File: src/bjsm_pkg.sv
// Package for the bit-test call, logical shift, address update and MAC slice.
// Assumes a single 25 MHz clock shared with the instruction sequencer.
`default_nettype none

package bjsm_pkg;

	// ************************************************************
	// Widths and timing
	// ************************************************************
	localparam int unsigned CLK_HZ      = 25_000_000;
	localparam int          DW          = 24;
	localparam int          AW          = 56;
	localparam int          RW          = 16;
	localparam logic [3:0]  CYC_CALL    = 4'h6;
	localparam logic [3:0]  CYC_SHIFT   = 4'h2;
	localparam logic [3:0]  CYC_LUA     = 4'h4;
	localparam logic [3:0]  CYC_MAC     = 4'h2;
	localparam logic [15:0] CALL_WORDS  = 16'h0002;
	localparam logic [15:0] ONE_WORD    = 16'h0001;
	localparam logic [4:0]  BIT_MAX     = 5'h17;

	// ************************************************************
	// Opcode field positions
	// ************************************************************
	localparam int F_PP_LSB  = 8;
	localparam int F_SRC_LSB = 8;
	localparam int F_EA_LSB  = 8;
	localparam int F_SN_LSB  = 8;
	localparam int F_SPACE   = 6;
	localparam int F_BIT_LSB = 0;
	localparam int F_QQQ_LSB = 4;
	localparam int F_ACC_D   = 3;
	localparam int F_NEG_K   = 2;
	localparam int F_DST_LSB = 0;
	localparam int F_DST_N   = 3;

	// ************************************************************
	// Source register field groups
	// ************************************************************
	localparam logic [3:0] SRC_GRP_ALU = 4'h1;
	localparam logic [2:0] SRC_GRP_ACC = 3'h1;
	localparam logic [2:0] SRC_GRP_ADR = 3'h2;
	localparam logic [2:0] SRC_GRP_OFS = 3'h3;
	localparam logic [2:0] SRC_GRP_MOD = 3'h4;
	localparam logic [2:0] SRC_GRP_PCU = 3'h7;
	localparam logic [5:0] SRC_ACC_A   = 6'h0e;
	localparam logic [5:0] SRC_ACC_B   = 6'h0f;

	// Operand pairs that step the double-precision sequence
	localparam logic [2:0] QQ_MPY_DP   = 3'h5;
	localparam logic [2:0] QQ_MAC_DP0  = 3'h6;
	localparam logic [2:0] QQ_MAC_DP1  = 3'h4;
	localparam logic [2:0] QQ_MAC_DP2  = 3'h7;

	// ************************************************************
	// Status word layout
	// ************************************************************
	localparam int CC_C  = 0;
	localparam int CC_V  = 1;
	localparam int CC_Z  = 2;
	localparam int CC_N  = 3;
	localparam int CC_U  = 4;
	localparam int CC_E  = 5;
	localparam int CC_L  = 6;
	localparam int CC_S  = 7;
	localparam int SR_S0 = 10;
	localparam int SR_S1 = 11;
	localparam int SR_DM = 14;

	// ************************************************************
	// APB register map
	// ************************************************************
	localparam logic [11:0] ADDR_CTRL   = 12'h000;
	localparam logic [11:0] ADDR_STATUS = 12'h004;
	localparam logic [11:0] ADDR_COUNT  = 12'h008;
	localparam int          CTRL_EN     = 0;
	localparam int          CTRL_DP     = 1;

	typedef enum logic [2:0] {
		OP_CALL_IO  = 3'h0,
		OP_CALL_REG = 3'h1,
		OP_LSL      = 3'h2,
		OP_LSR      = 3'h3,
		OP_LUA      = 3'h4,
		OP_MAC      = 3'h5,
		OP_MAC_IMM  = 3'h6,
		OP_MPY      = 3'h7
	} bjsm_op_t;

	typedef enum logic [0:0] {
		ST_IDLE = 1'h0,
		ST_BUSY = 1'h1
	} bjsm_st_t;

	typedef struct packed {
		bjsm_op_t        op;
		logic [DW-1:0]   word;
		logic [DW-1:0]   ext;
		logic [3:0]      extra;
		logic            move_lim;
		logic [DW-1:0]   src_mem;
		logic [DW-1:0]   src_reg;
		logic [AW-1:0]   acc_a;
		logic [AW-1:0]   acc_b;
		logic [RW-1:0]   pc;
		logic [RW-1:0]   sr;
		logic [RW-1:0]   rn;
		logic [RW-1:0]   nn;
	} bjsm_req_t;

	typedef struct packed {
		logic            acc_we;
		logic            acc_sel;
		logic [AW-1:0]   acc_val;
		logic [RW-1:0]   sr_val;
		logic [RW-1:0]   pc_next;
		logic            push;
		logic [RW-1:0]   push_pc;
		logic [RW-1:0]   push_sr;
		logic            agu_we;
		logic [3:0]      agu_dst;
		logic [RW-1:0]   agu_val;
		logic [5:0]      io_addr;
		logic            io_space;
		logic            dp_step;
		logic            nop;
	} bjsm_res_t;

endpackage

`default_nettype wire

File: src/bjsm_exec.sv
// Execution slice: bit-test call, logical shifts, address update, MAC/MULTIPLY_OP.
// Assumes the sequencer supplies fetched operands on the pclk domain.
//
// Notes on behaviour
// - I/O form decodes address, bit, space
// - Call target from second word, two words
// - Call takes six cycles plus extras
// - Register form decodes six-bit source groups
// - Accumulator source scaled, limited, then tested
// - Tested accumulator itself stays unchanged
// - Bit set: push return, status; jump
// - Bit clear: step past call, ignore target
// - Shift left middle word, carry old top
// - Shift left flags: N, Z, V cleared, L
// - Shift right middle word, carry old bottom
// - Shift right flags: N, V cleared, C, Z
// - Shifts take two cycles plus move extras
// - Updated address to destination, sources kept
// - Written address usable two instructions later
// - Destination field: address or offset registers
// - Address update takes four cycles
// - Address update leaves flags alone
// - Signed multiply, add or subtract product
// - Immediate form scales by power of two
// - Double precision: listed pairs do steps
// - Double precision: other ALU ops idle
//
// Implementation choices: register access over APB and the register offsets.
`timescale 1ns/1ps
`default_nettype none

module bjsm_exec
	import bjsm_pkg::*;
(
	// Clock and reset
	input  wire logic        pclk,
	input  wire logic        presetn,
	// APB slave
	input  wire logic        psel,
	input  wire logic        penable,
	input  wire logic        pwrite,
	input  wire logic [11:0] paddr,
	input  wire logic [31:0] pwdata,
	input  wire logic [3:0]  pstrb,
	output logic      [31:0] prdata,
	output logic             pready,
	output logic             pslverr,
	// Sequencer request
	input  wire logic        req_valid,
	output logic             req_ready,
	input  wire bjsm_req_t   req,
	// Results
	output logic             done,
	output bjsm_res_t        res
);

	// ************************************************************
	// State
	// ************************************************************
	typedef struct packed {
		bjsm_st_t    st;
		logic [4:0]  cnt;
		logic        done;
		bjsm_res_t   res;
		logic        ctrl_en;
		logic        ctrl_dp;
		logic [31:0] ops;
		logic [31:0] rdata;
	} bjsm_state_t;

	bjsm_state_t s_q;
	bjsm_state_t s_d;

	bjsm_res_t          r;
	logic               take;
	logic               dp_mode;
	logic               dp_list;
	logic [AW-1:0]      sel_acc;
	logic [5:0]         src_fld;
	logic [4:0]         bitn;
	logic [DW-1:0]      scl;
	logic               ext_use;
	logic [DW-1:0]      tst_val;
	logic               bit_set;
	logic signed [47:0] prod;
	logic signed [AW-1:0] addend;
	logic [AW:0]        sum;
	logic [AW-1:0]      mac_r;
	logic [3:0]         base;
	logic               addr_ok;

	assign req_ready = (s_q.st == ST_IDLE) && s_q.ctrl_en;
	assign take      = req_valid && req_ready;
	assign dp_mode   = req.sr[SR_DM] || s_q.ctrl_dp;
	assign addr_ok   = (paddr == ADDR_CTRL) || (paddr == ADDR_STATUS) || (paddr == ADDR_COUNT);
	// Zero wait states: read data is captured in the setup phase
	assign pready    = 1'b1;
	assign pslverr   = psel && penable && !addr_ok;
	assign prdata    = s_q.rdata;
	assign done      = s_q.done;
	assign res       = s_q.res;

	// ************************************************************
	// Next state
	// ************************************************************
	always_comb begin
		s_d     = s_q;
		s_d.done = 1'b0;
		r       = '0;
		r.sr_val  = req.sr;
		r.pc_next = req.pc + ONE_WORD;
		sel_acc = req.word[F_ACC_D] ? req.acc_b : req.acc_a;
		src_fld = req.word[F_SRC_LSB +: 6];
		bitn    = req.word[F_BIT_LSB +: 5];
		scl     = '0;
		ext_use = 1'b0;
		tst_val = req.src_mem;
		bit_set = 1'b0;
		prod    = $signed(req.src_mem) * $signed(req.src_reg);
		addend  = {{7{prod[47]}}, prod, 1'b0};
		sum     = '0;
		mac_r   = '0;
		base    = CYC_MAC;
		dp_list = 1'b0;

		// Bit-test call operand
		if (req.op == OP_CALL_IO) begin
			r.io_addr  = req.word[F_PP_LSB +: 6];
			r.io_space = req.word[F_SPACE];
		end else if (req.op == OP_CALL_REG) begin
			if (src_fld == SRC_ACC_A || src_fld == SRC_ACC_B) begin
				sel_acc = src_fld[0] ? req.acc_b : req.acc_a;
				case ({req.sr[SR_S1], req.sr[SR_S0]})
					2'b01: begin
						scl     = sel_acc[48:25];
						ext_use = ~(&sel_acc[55:48] | ~|sel_acc[55:48]);
					end
					2'b10: begin
						scl     = sel_acc[46:23];
						ext_use = ~(&sel_acc[55:46] | ~|sel_acc[55:46]);
					end
					default: begin
						scl     = sel_acc[47:24];
						ext_use = ~(&sel_acc[55:47] | ~|sel_acc[55:47]);
					end
				endcase
				// Only a scratch copy is limited; the stored value is never written
				tst_val = ext_use ? {sel_acc[55], {(DW-1){~sel_acc[55]}}} : scl;
				r.sr_val[CC_S] = req.sr[CC_S] | (scl[DW-1] ^ scl[DW-2]);
				r.sr_val[CC_L] = req.sr[CC_L] | ext_use;
			end else if (src_fld[5:2] == SRC_GRP_ALU || src_fld[5:3] == SRC_GRP_ACC ||
				src_fld[5:3] == SRC_GRP_ADR || src_fld[5:3] == SRC_GRP_OFS ||
				src_fld[5:3] == SRC_GRP_MOD || src_fld[5:3] == SRC_GRP_PCU) begin
				tst_val = req.src_reg;
			end else begin
				tst_val = '0;
			end
		end
		bit_set = (bitn <= BIT_MAX) && tst_val[bitn];

		// Operation results
		case (req.op)
			OP_CALL_IO, OP_CALL_REG: begin
				base = CYC_CALL;
				if (bit_set) begin
					r.push    = 1'b1;
					r.push_pc = req.pc + CALL_WORDS;
					r.push_sr = req.sr;
					r.pc_next = req.ext[RW-1:0];
				end else begin
					r.pc_next = req.pc + CALL_WORDS;
				end
			end
			OP_LSL: begin
				base = CYC_SHIFT;
				if (dp_mode) begin
					r.nop = 1'b1;
				end else begin
					r.acc_we  = 1'b1;
					r.acc_sel = req.word[F_ACC_D];
					r.acc_val = {sel_acc[55:48], sel_acc[46:24], 1'b0, sel_acc[23:0]};
					r.sr_val[CC_C] = sel_acc[47];
					r.sr_val[CC_N] = sel_acc[46];
					r.sr_val[CC_Z] = ~|sel_acc[46:24];
					r.sr_val[CC_V] = 1'b0;
					r.sr_val[CC_L] = req.sr[CC_L] | req.move_lim;
				end
			end
			OP_LSR: begin
				base = CYC_SHIFT;
				if (dp_mode) begin
					r.nop = 1'b1;
				end else begin
					r.acc_we  = 1'b1;
					r.acc_sel = req.word[F_ACC_D];
					r.acc_val = {sel_acc[55:48], 1'b0, sel_acc[47:25], sel_acc[23:0]};
					r.sr_val[CC_C] = sel_acc[24];
					r.sr_val[CC_N] = 1'b0;
					r.sr_val[CC_Z] = ~|sel_acc[47:25];
					r.sr_val[CC_V] = 1'b0;
					r.sr_val[CC_L] = req.sr[CC_L] | req.move_lim;
				end
			end
			OP_LUA: begin
				// Writes only the destination; the sequencer must not read it back
				// before the second following instruction
				base      = CYC_LUA;
				r.agu_we  = 1'b1;
				r.agu_dst = req.word[F_DST_LSB +: 4];
				case (req.word[F_EA_LSB + 3 +: 2])
					2'b00:   r.agu_val = req.rn - req.nn;
					2'b01:   r.agu_val = req.rn + req.nn;
					2'b10:   r.agu_val = req.rn - ONE_WORD;
					default: r.agu_val = req.rn + ONE_WORD;
				endcase
			end
			default: begin
				if (req.op == OP_MAC_IMM) begin
					addend = {{(AW-2*DW){req.src_mem[DW-1]}}, req.src_mem, 24'h000000};
					addend = addend >>> req.word[F_SN_LSB +: 5];
				end
				dp_list = (req.op == OP_MPY) ? (req.word[F_QQQ_LSB +: 3] == QQ_MPY_DP) :
					(req.op == OP_MAC) && (req.word[F_QQQ_LSB +: 3] == QQ_MAC_DP0 ||
					req.word[F_QQQ_LSB +: 3] == QQ_MAC_DP1 ||
					req.word[F_QQQ_LSB +: 3] == QQ_MAC_DP2);
				if (req.word[F_NEG_K]) begin
					addend = -addend;
				end
				sum   = ((req.op == OP_MPY) ? {(AW+1){1'b0}} : {sel_acc[55], sel_acc})
					+ {addend[55], addend};
				mac_r = sum[AW-1:0];
				if (dp_mode && !dp_list) begin
					r.nop = 1'b1;
				end else begin
					r.dp_step = dp_mode;
					r.acc_we  = 1'b1;
					r.acc_sel = req.word[F_ACC_D];
					r.acc_val = mac_r;
					r.sr_val[CC_N] = mac_r[55];
					r.sr_val[CC_Z] = ~|mac_r;
					r.sr_val[CC_V] = sum[AW] ^ sum[AW-1];
					r.sr_val[CC_L] = req.sr[CC_L] | (sum[AW] ^ sum[AW-1]) | req.move_lim;
					r.sr_val[CC_E] = ~(&mac_r[55:47] | ~|mac_r[55:47]);
					r.sr_val[CC_U] = ~(mac_r[47] ^ mac_r[46]);
				end
			end
		endcase

		// Sequencing
		case (s_q.st)
			ST_IDLE: begin
				if (take) begin
					s_d.st  = ST_BUSY;
					s_d.res = r;
					// Address update and immediate MAC have no extension word
					// Taking edge and done edge each use one cycle of the count
					if (req.op == OP_LUA || req.op == OP_MAC_IMM) begin
						s_d.cnt = 5'(base) - 5'h02;
					end else begin
						s_d.cnt = 5'(base) + 5'(req.extra) - 5'h02;
					end
				end
			end
			ST_BUSY: begin
				if (s_q.cnt == 5'h00) begin
					s_d.done = 1'b1;
					s_d.st   = ST_IDLE;
					s_d.ops  = s_q.ops + 32'h00000001;
				end else begin
					s_d.cnt = s_q.cnt - 5'h01;
				end
			end
			default: s_d.st = ST_IDLE;
		endcase

		// APB registers
		if (psel && !penable && !pwrite) begin
			case (paddr)
				ADDR_CTRL:   s_d.rdata = {30'h0, s_q.ctrl_dp, s_q.ctrl_en};
				ADDR_STATUS: s_d.rdata = {16'h0, s_q.res.sr_val[7:0], 7'h0, s_q.st == ST_BUSY};
				ADDR_COUNT:  s_d.rdata = s_q.ops;
				default:     s_d.rdata = 32'h0;
			endcase
		end
		if (psel && penable && pwrite && paddr == ADDR_CTRL && pstrb[0]) begin
			s_d.ctrl_en = pwdata[CTRL_EN];
			s_d.ctrl_dp = pwdata[CTRL_DP];
		end
	end

	always_ff @(posedge pclk or negedge presetn) begin
		if (!presetn) begin
			s_q         <= '0;
			s_q.st      <= ST_IDLE;
			s_q.ctrl_en <= 1'b1;
		end else begin
			s_q <= s_d;
		end
	end
endmodule

`default_nettype wire

File: config.mk
export PLATFORM = sky130hd
export DESIGN_NAME = bjsm_exec
export DESIGN_NICKNAME = d
export VERILOG_FILES = /design/src/bjsm_pkg.sv /design/src/bjsm_exec.sv
export SDC_FILE = /design/constraint.sdc
export NUM_CORES = 2
export LEC_CHECK = 0
export BUFFER_PORTS_ARGS = -buffer_cell sky130_fd_sc_hd__buf_2
export CAP_MARGIN = 20
export CORE_ASPECT_RATIO = 2
export CORE_MARGIN = 10
export CORE_UTILIZATION = 58
export DETAILED_ROUTE_END_ITERATION = 10
export GPL_TIMING_DRIVEN = 0
export PLACE_DENSITY = 0.77
export SYNTH_ARGS = -nofsm -noshare
export SYNTH_HDL_FRONTEND = slang
export SYNTH_SLANG_ARGS = --single-unit
File: constraint.sdc
create_clock -name pclk -period 3.4 [get_ports pclk]
set_clock_uncertainty 0.05 [all_clocks]
set_input_delay 0.17 -clock pclk [delete_from_list [all_inputs] [get_ports pclk]]
set_output_delay 0.17 -clock pclk [all_outputs]
set_load 0.005 [all_outputs]
==> results of run 1 <==
## cells by family after synthesis
group,count (synthesis)
adders and majority gates,827
muxes,194
other,1
and+or+nand+nor,1719
AOI/OAI and AO/OA,1018
DFF,226
xor gates and xnor gates,194
buffers and inverters,1163
## per-layer routing
layer | overflow | global-route usage (%)
met4 | 3 | 70.04
met2 | 2 | 87.94
met5 | 0 | 3.057
met1 | 0 | 51.99
met3 | 0 | 29.15
## per-stage QoR
stage | setup WS (ns) | area, µm²
2_1_floorplan | -6.937 | 46320
3_3_place_gp | -11.32 | 49890
3_5_place_dp | -11.39 | 49970
4_1_cts | -8.177 | 55010
## what timing repair did
item / 4_1_cts
setup buffers: 154
pin swaps: 122
gates resized for setup: 571
endpoints found under the hold margin: 154
hold buffers: 41
endpoints found under the setup margin: 140
gates cloned: 0
==> flow_metrics.env, run 1 <==
export IMPL_synthDistinctLibCells=94
export IMPL_clk_path_buf_depth=3
export IMPL_synth_edf_count=0
export IMPL_haltStage="5_1_grt"
export IMPL_synth_simple_area_share_pct=18.27
export IMPL_ys_seq_area_share_pct=12.65
export IMPL_chipWidth_um=216.4
export IMPL_synth_warnings=0
export IMPL_synth_commonest_cells="nand2_1 (749), inv_1 (654), fa_1 (610)"
export IMPL_status="did not finish"
export IMPL_row_count=144
export IMPL_firstError="[ERROR GRT-0232] Routing congestion too high. Check the congestion heatmap in the GUI."
export IMPL_synth_flop_cell="dfrtp_1"
export IMPL_synth_top_family_by_area="adder cells"
export IMPL_avgSynthCellArea_um2=8.372
export IMPL_synth_fa_ha_area_share_pct=33.38
export IMPL_synth_area_leader_cell="fa_1"
export IMPL_grt_worst_setup_endpoint="res[81]$_DFFE_PN0P_/D"
export IMPL_port_buffers=458
export IMPL_grt_usage_pct=58.50
export IMPL_htreeDepth=1
export IMPL_initial_core_util_pct=58.27
export IMPL_dpl_cell_count=6828
export IMPL_async_flop_share_pct=100.0
export IMPL_worst_ep_kind="register input"
export IMPL_cts_buffers_inserted=20
export IMPL_synth_compound_area_share_pct=15.00
export IMPL_yosys_top_cells_area="fa_1 (27%), dfrtp_1 (13%), nand2_1 (6.3%)"
export IMPL_overflow=5
export IMPL_synth_cell_area_mm2=0.04472
export IMPL_muxShareOfSynthArea_pct=5.380
export IMPL_grt_max_degree=125
export IMPL_synth_xor_area_share_pct=3.799
export IMPL_root_buffer="clkbuf_16"
export IMPL_dp_hpwl_um=191000
export IMPL_syn_inst=5342
export IMPL_synth_most_common_cell="nand2_1"
export IMPL_ys_seq_elements=226
export IMPL_synth_nets=6503
export IMPL_synth_top_cell_area_share_pct=27.31
export IMPL_gp_congestion=1.169
export IMPL_die_h_um=412.7
export IMPL_numClockSinks=226
export IMPL_num_io_pins=523
==> run 2, diff against run 1 <==
CORE_ASPECT_RATIO = not set   (was 2)
CORE_UTILIZATION = 40   (was 58)
PLACE_DENSITY = not set   (was 0.77)
PLACE_DENSITY_LB_ADDON = 0.15   (was not set)
==> flow_metrics.env, run 2 <==
export IMPL_ys_seq_area_share_pct=12.65
export IMPL_most_common_layout_cells="nand2_1 (717), inv_1 (625), fa_1 (578), buf_2 (442), buf_4 (429)"
export IMPL_synth_area_leader_cell="fa_1"
export IMPL_drcViolationCount=0
export IMPL_wire_per_inst_um=27.16
export IMPL_slew_violations=0
export IMPL_row_count=122
export IMPL_avgSynthCellArea_um2=8.372
export IMPL_min_path_type="in -> reg"
export IMPL_synth_commonest_cells="nand2_1 (749), inv_1 (654), fa_1 (610)"
export IMPL_ys_seq_elements=226
export IMPL_initial_core_util_pct=40.36
export IMPL_chipWidth_um=354.4
export IMPL_slowest_delay_ns=0.59
export IMPL_syn_to_final_growth_pct=30.62
export IMPL_period_needed_ns=11.48
export IMPL_cp_slowest_cell="or4_4"
export IMPL_layoutNonFillerInstCount=7664
export IMPL_vias=44000
export IMPL_required_ns=3.87
export IMPL_grt_pass1_vias=44700
export IMPL_dpl_cell_count=7295
export IMPL_synth_flop_cell="dfrtp_1"
export IMPL_tightestPinTransition_ns=1.228
export IMPL_ctsHoldBuffers=64
export IMPL_crit_path_start_kind="primary input"
export IMPL_antenna_found_initial=23
export IMPL_setup_violations=135
export IMPL_critPathTopFamily="adder cells"
export IMPL_die_h_um=354.4
export IMPL_cp_end_kind="flip-flop"
export IMPL_via_per_inst=5.741
export IMPL_dp_hpwl_um=167700
export IMPL_crit_path_frequent_cell="fa_1"
export IMPL_timing_hold_violations_final=1
export IMPL_synth_warnings=0
export IMPL_clk_pin_slew_worst_paths_ns=0.06
export IMPL_cts_buffers_inserted=29
export IMPL_core_area_mm2=0.1108
export IMPL_final_common_cell="nand2_1"
export IMPL_fin_ws_ns=-8.079
export IMPL_critPathArrivalTime_ns=11.95
export IMPL_synth_most_common_cell="nand2_1"
export IMPL_hp_start="req[66]"
export IMPL_violations="negative hold slack, negative setup slack"
export IMPL_rsz0062_at_grt="true"
export IMPL_status="complete, but fails checks"
export IMPL_nets=7306
export IMPL_overflow=0
export IMPL_maxSlewHeadroom_pct=18.10
export IMPL_max_cap_viol_count=0
export IMPL_clk_path_buf_depth=3
export IMPL_grt_max_degree=106
export IMPL_crit_start="req[180]"
export IMPL_synth_nets=6503
export IMPL_criticalPathCategory="in -> reg"
export IMPL_fmax_mhz=87.12
export IMPL_yosys_top_cells_area="fa_1 (27%), dfrtp_1 (13%), nand2_1 (6.3%)"
export IMPL_grt_usage_pct=32.03
export IMPL_numClockSinks=226
export IMPL_layout_drive_gt1_share_pct=28.93
export IMPL_tritoncts="built"
export IMPL_synth_edf_count=0
export IMPL_syn_inst=5342
export IMPL_holdWs_ns=-0.01123
export IMPL_clk_latency_ns=0.59
export IMPL_drt_pass1_iterations=6
export IMPL_min_period_over_period_pct=337.6
export IMPL_synthDistinctLibCells=94
export IMPL_synth_cell_area_mm2=0.04472
export IMPL_htreeDepth=1
export IMPL_ant_nets=0
export IMPL_num_io_pins=523
export IMPL_gp_congestion=0.9843
export IMPL_port_buffers=458
export IMPL_drt_wl_total_um=208100
export IMPL_first_iter_violations=4095
export IMPL_crit_fanout=10
export IMPL_async_flop_share_pct=100.0
export IMPL_r2r_start="s_q[225]"
export IMPL_die_area_mm2=0.1256
export IMPL_root_buffer="clkbuf_16"
export IMPL_grt_pass1_wl_um=302400
export IMPL_largest_reg_flops=153
export IMPL_path_buf_inv=11
export IMPL_post_route_util_pct=52.71
export IMPL_synth_top_cell_area_share_pct=27.31
[run 2: path summary, 6_finish.rpt]
check,cells after the start,to,slack (ns)
worst max register to register,11,res[81],-0.45
worst min-delay path,5,res[97],-0.01
worst max-delay path,48,res[81],-8.08
worst min register to register,2,prdata[23],0.43
max in group asynchronous,3,res[151],2.02
min in group asynchronous,3,res[46],0.13
[run 2: tightest hold or removal path, cell delays in order]
cell	delay, ns
buf_2	0.10
mux2i_4	0.08
nor2_1	0.10
a21oi_1	0.05
o21ai_1	0.10
[run 2: kinds of logic after synthesis]
family | Yosys count | synth area share, %
flops | 226 | 12.65
xor+xnor | 194 | 3.799
buf+inv | 1163 | 11.51
mux | 194 | 5.380
other cells | 1 | 0.008385
compound gates | 1018 | 15.00
simple gates | 1719 | 18.27
fa+ha+maj | 827 | 33.38
[run 2: per-stage QoR]
stage	worst slack, ns	cell area [µm²]	TNS [ns]	hold slack, ns
6_report	-8.079	58420	-336.39	-0.01123
3_5_place_dp	-10.03	50600	-490.84	-0.03926
3_3_place_gp	-10.01	50470	-965.73	0.3466
4_1_cts	-7.781	56780	-342.42	-0.03126
5_1_grt	-8.285	58400	-362.32	-0.01557
2_1_floorplan	-6.937	46320	-254.88	-0.1756
[run 2: layer usage]
metal | track usage (%) | vias to the layer above | wire length [µm] | part of all wire [%]
met1 | 42.98 | 22140 | 84960 | 41
met5 | 0 | - | 105 | 0.050
met2 | 50.32 | 2272 | 92350 | 44
li1 | - | 19130 | - | -
met4 | 12.27 | 14 | 9782 | 4.7
met3 | 6.821 | 444 | 20930 | 10
[run 2: area by class of cell]
| type | instances | area [µm²] |
|---|---|---|
| inverter | 656 | 2490 |
| sequential | 226 | 5657 |
| antenna | 12 | 30.03 |
| clock buffer | 43 | 848.3 |
| clock inverter | 7 | 92.59 |
| buffer | 488 | 4641 |
| multi-input combinational | 3953 | 37390 |
| tap | 1488 | 1862 |
| fill | 10510 | 52410 |
| timing repair buffer | 791 | 5408 |
[run 2: what timing repair did]
item                       4_1_cts  5_1_grt
setup endpoints to repair      137      154
gates resized for setup        648      320
hold endpoints to repair       304        1
buffers inserted               205       91
pin swaps                      181      201
Power of run 2 is left out: the tool's default activity adds up to more than one toggle a clock period on the data nets, which glitch-free logic cannot reach.
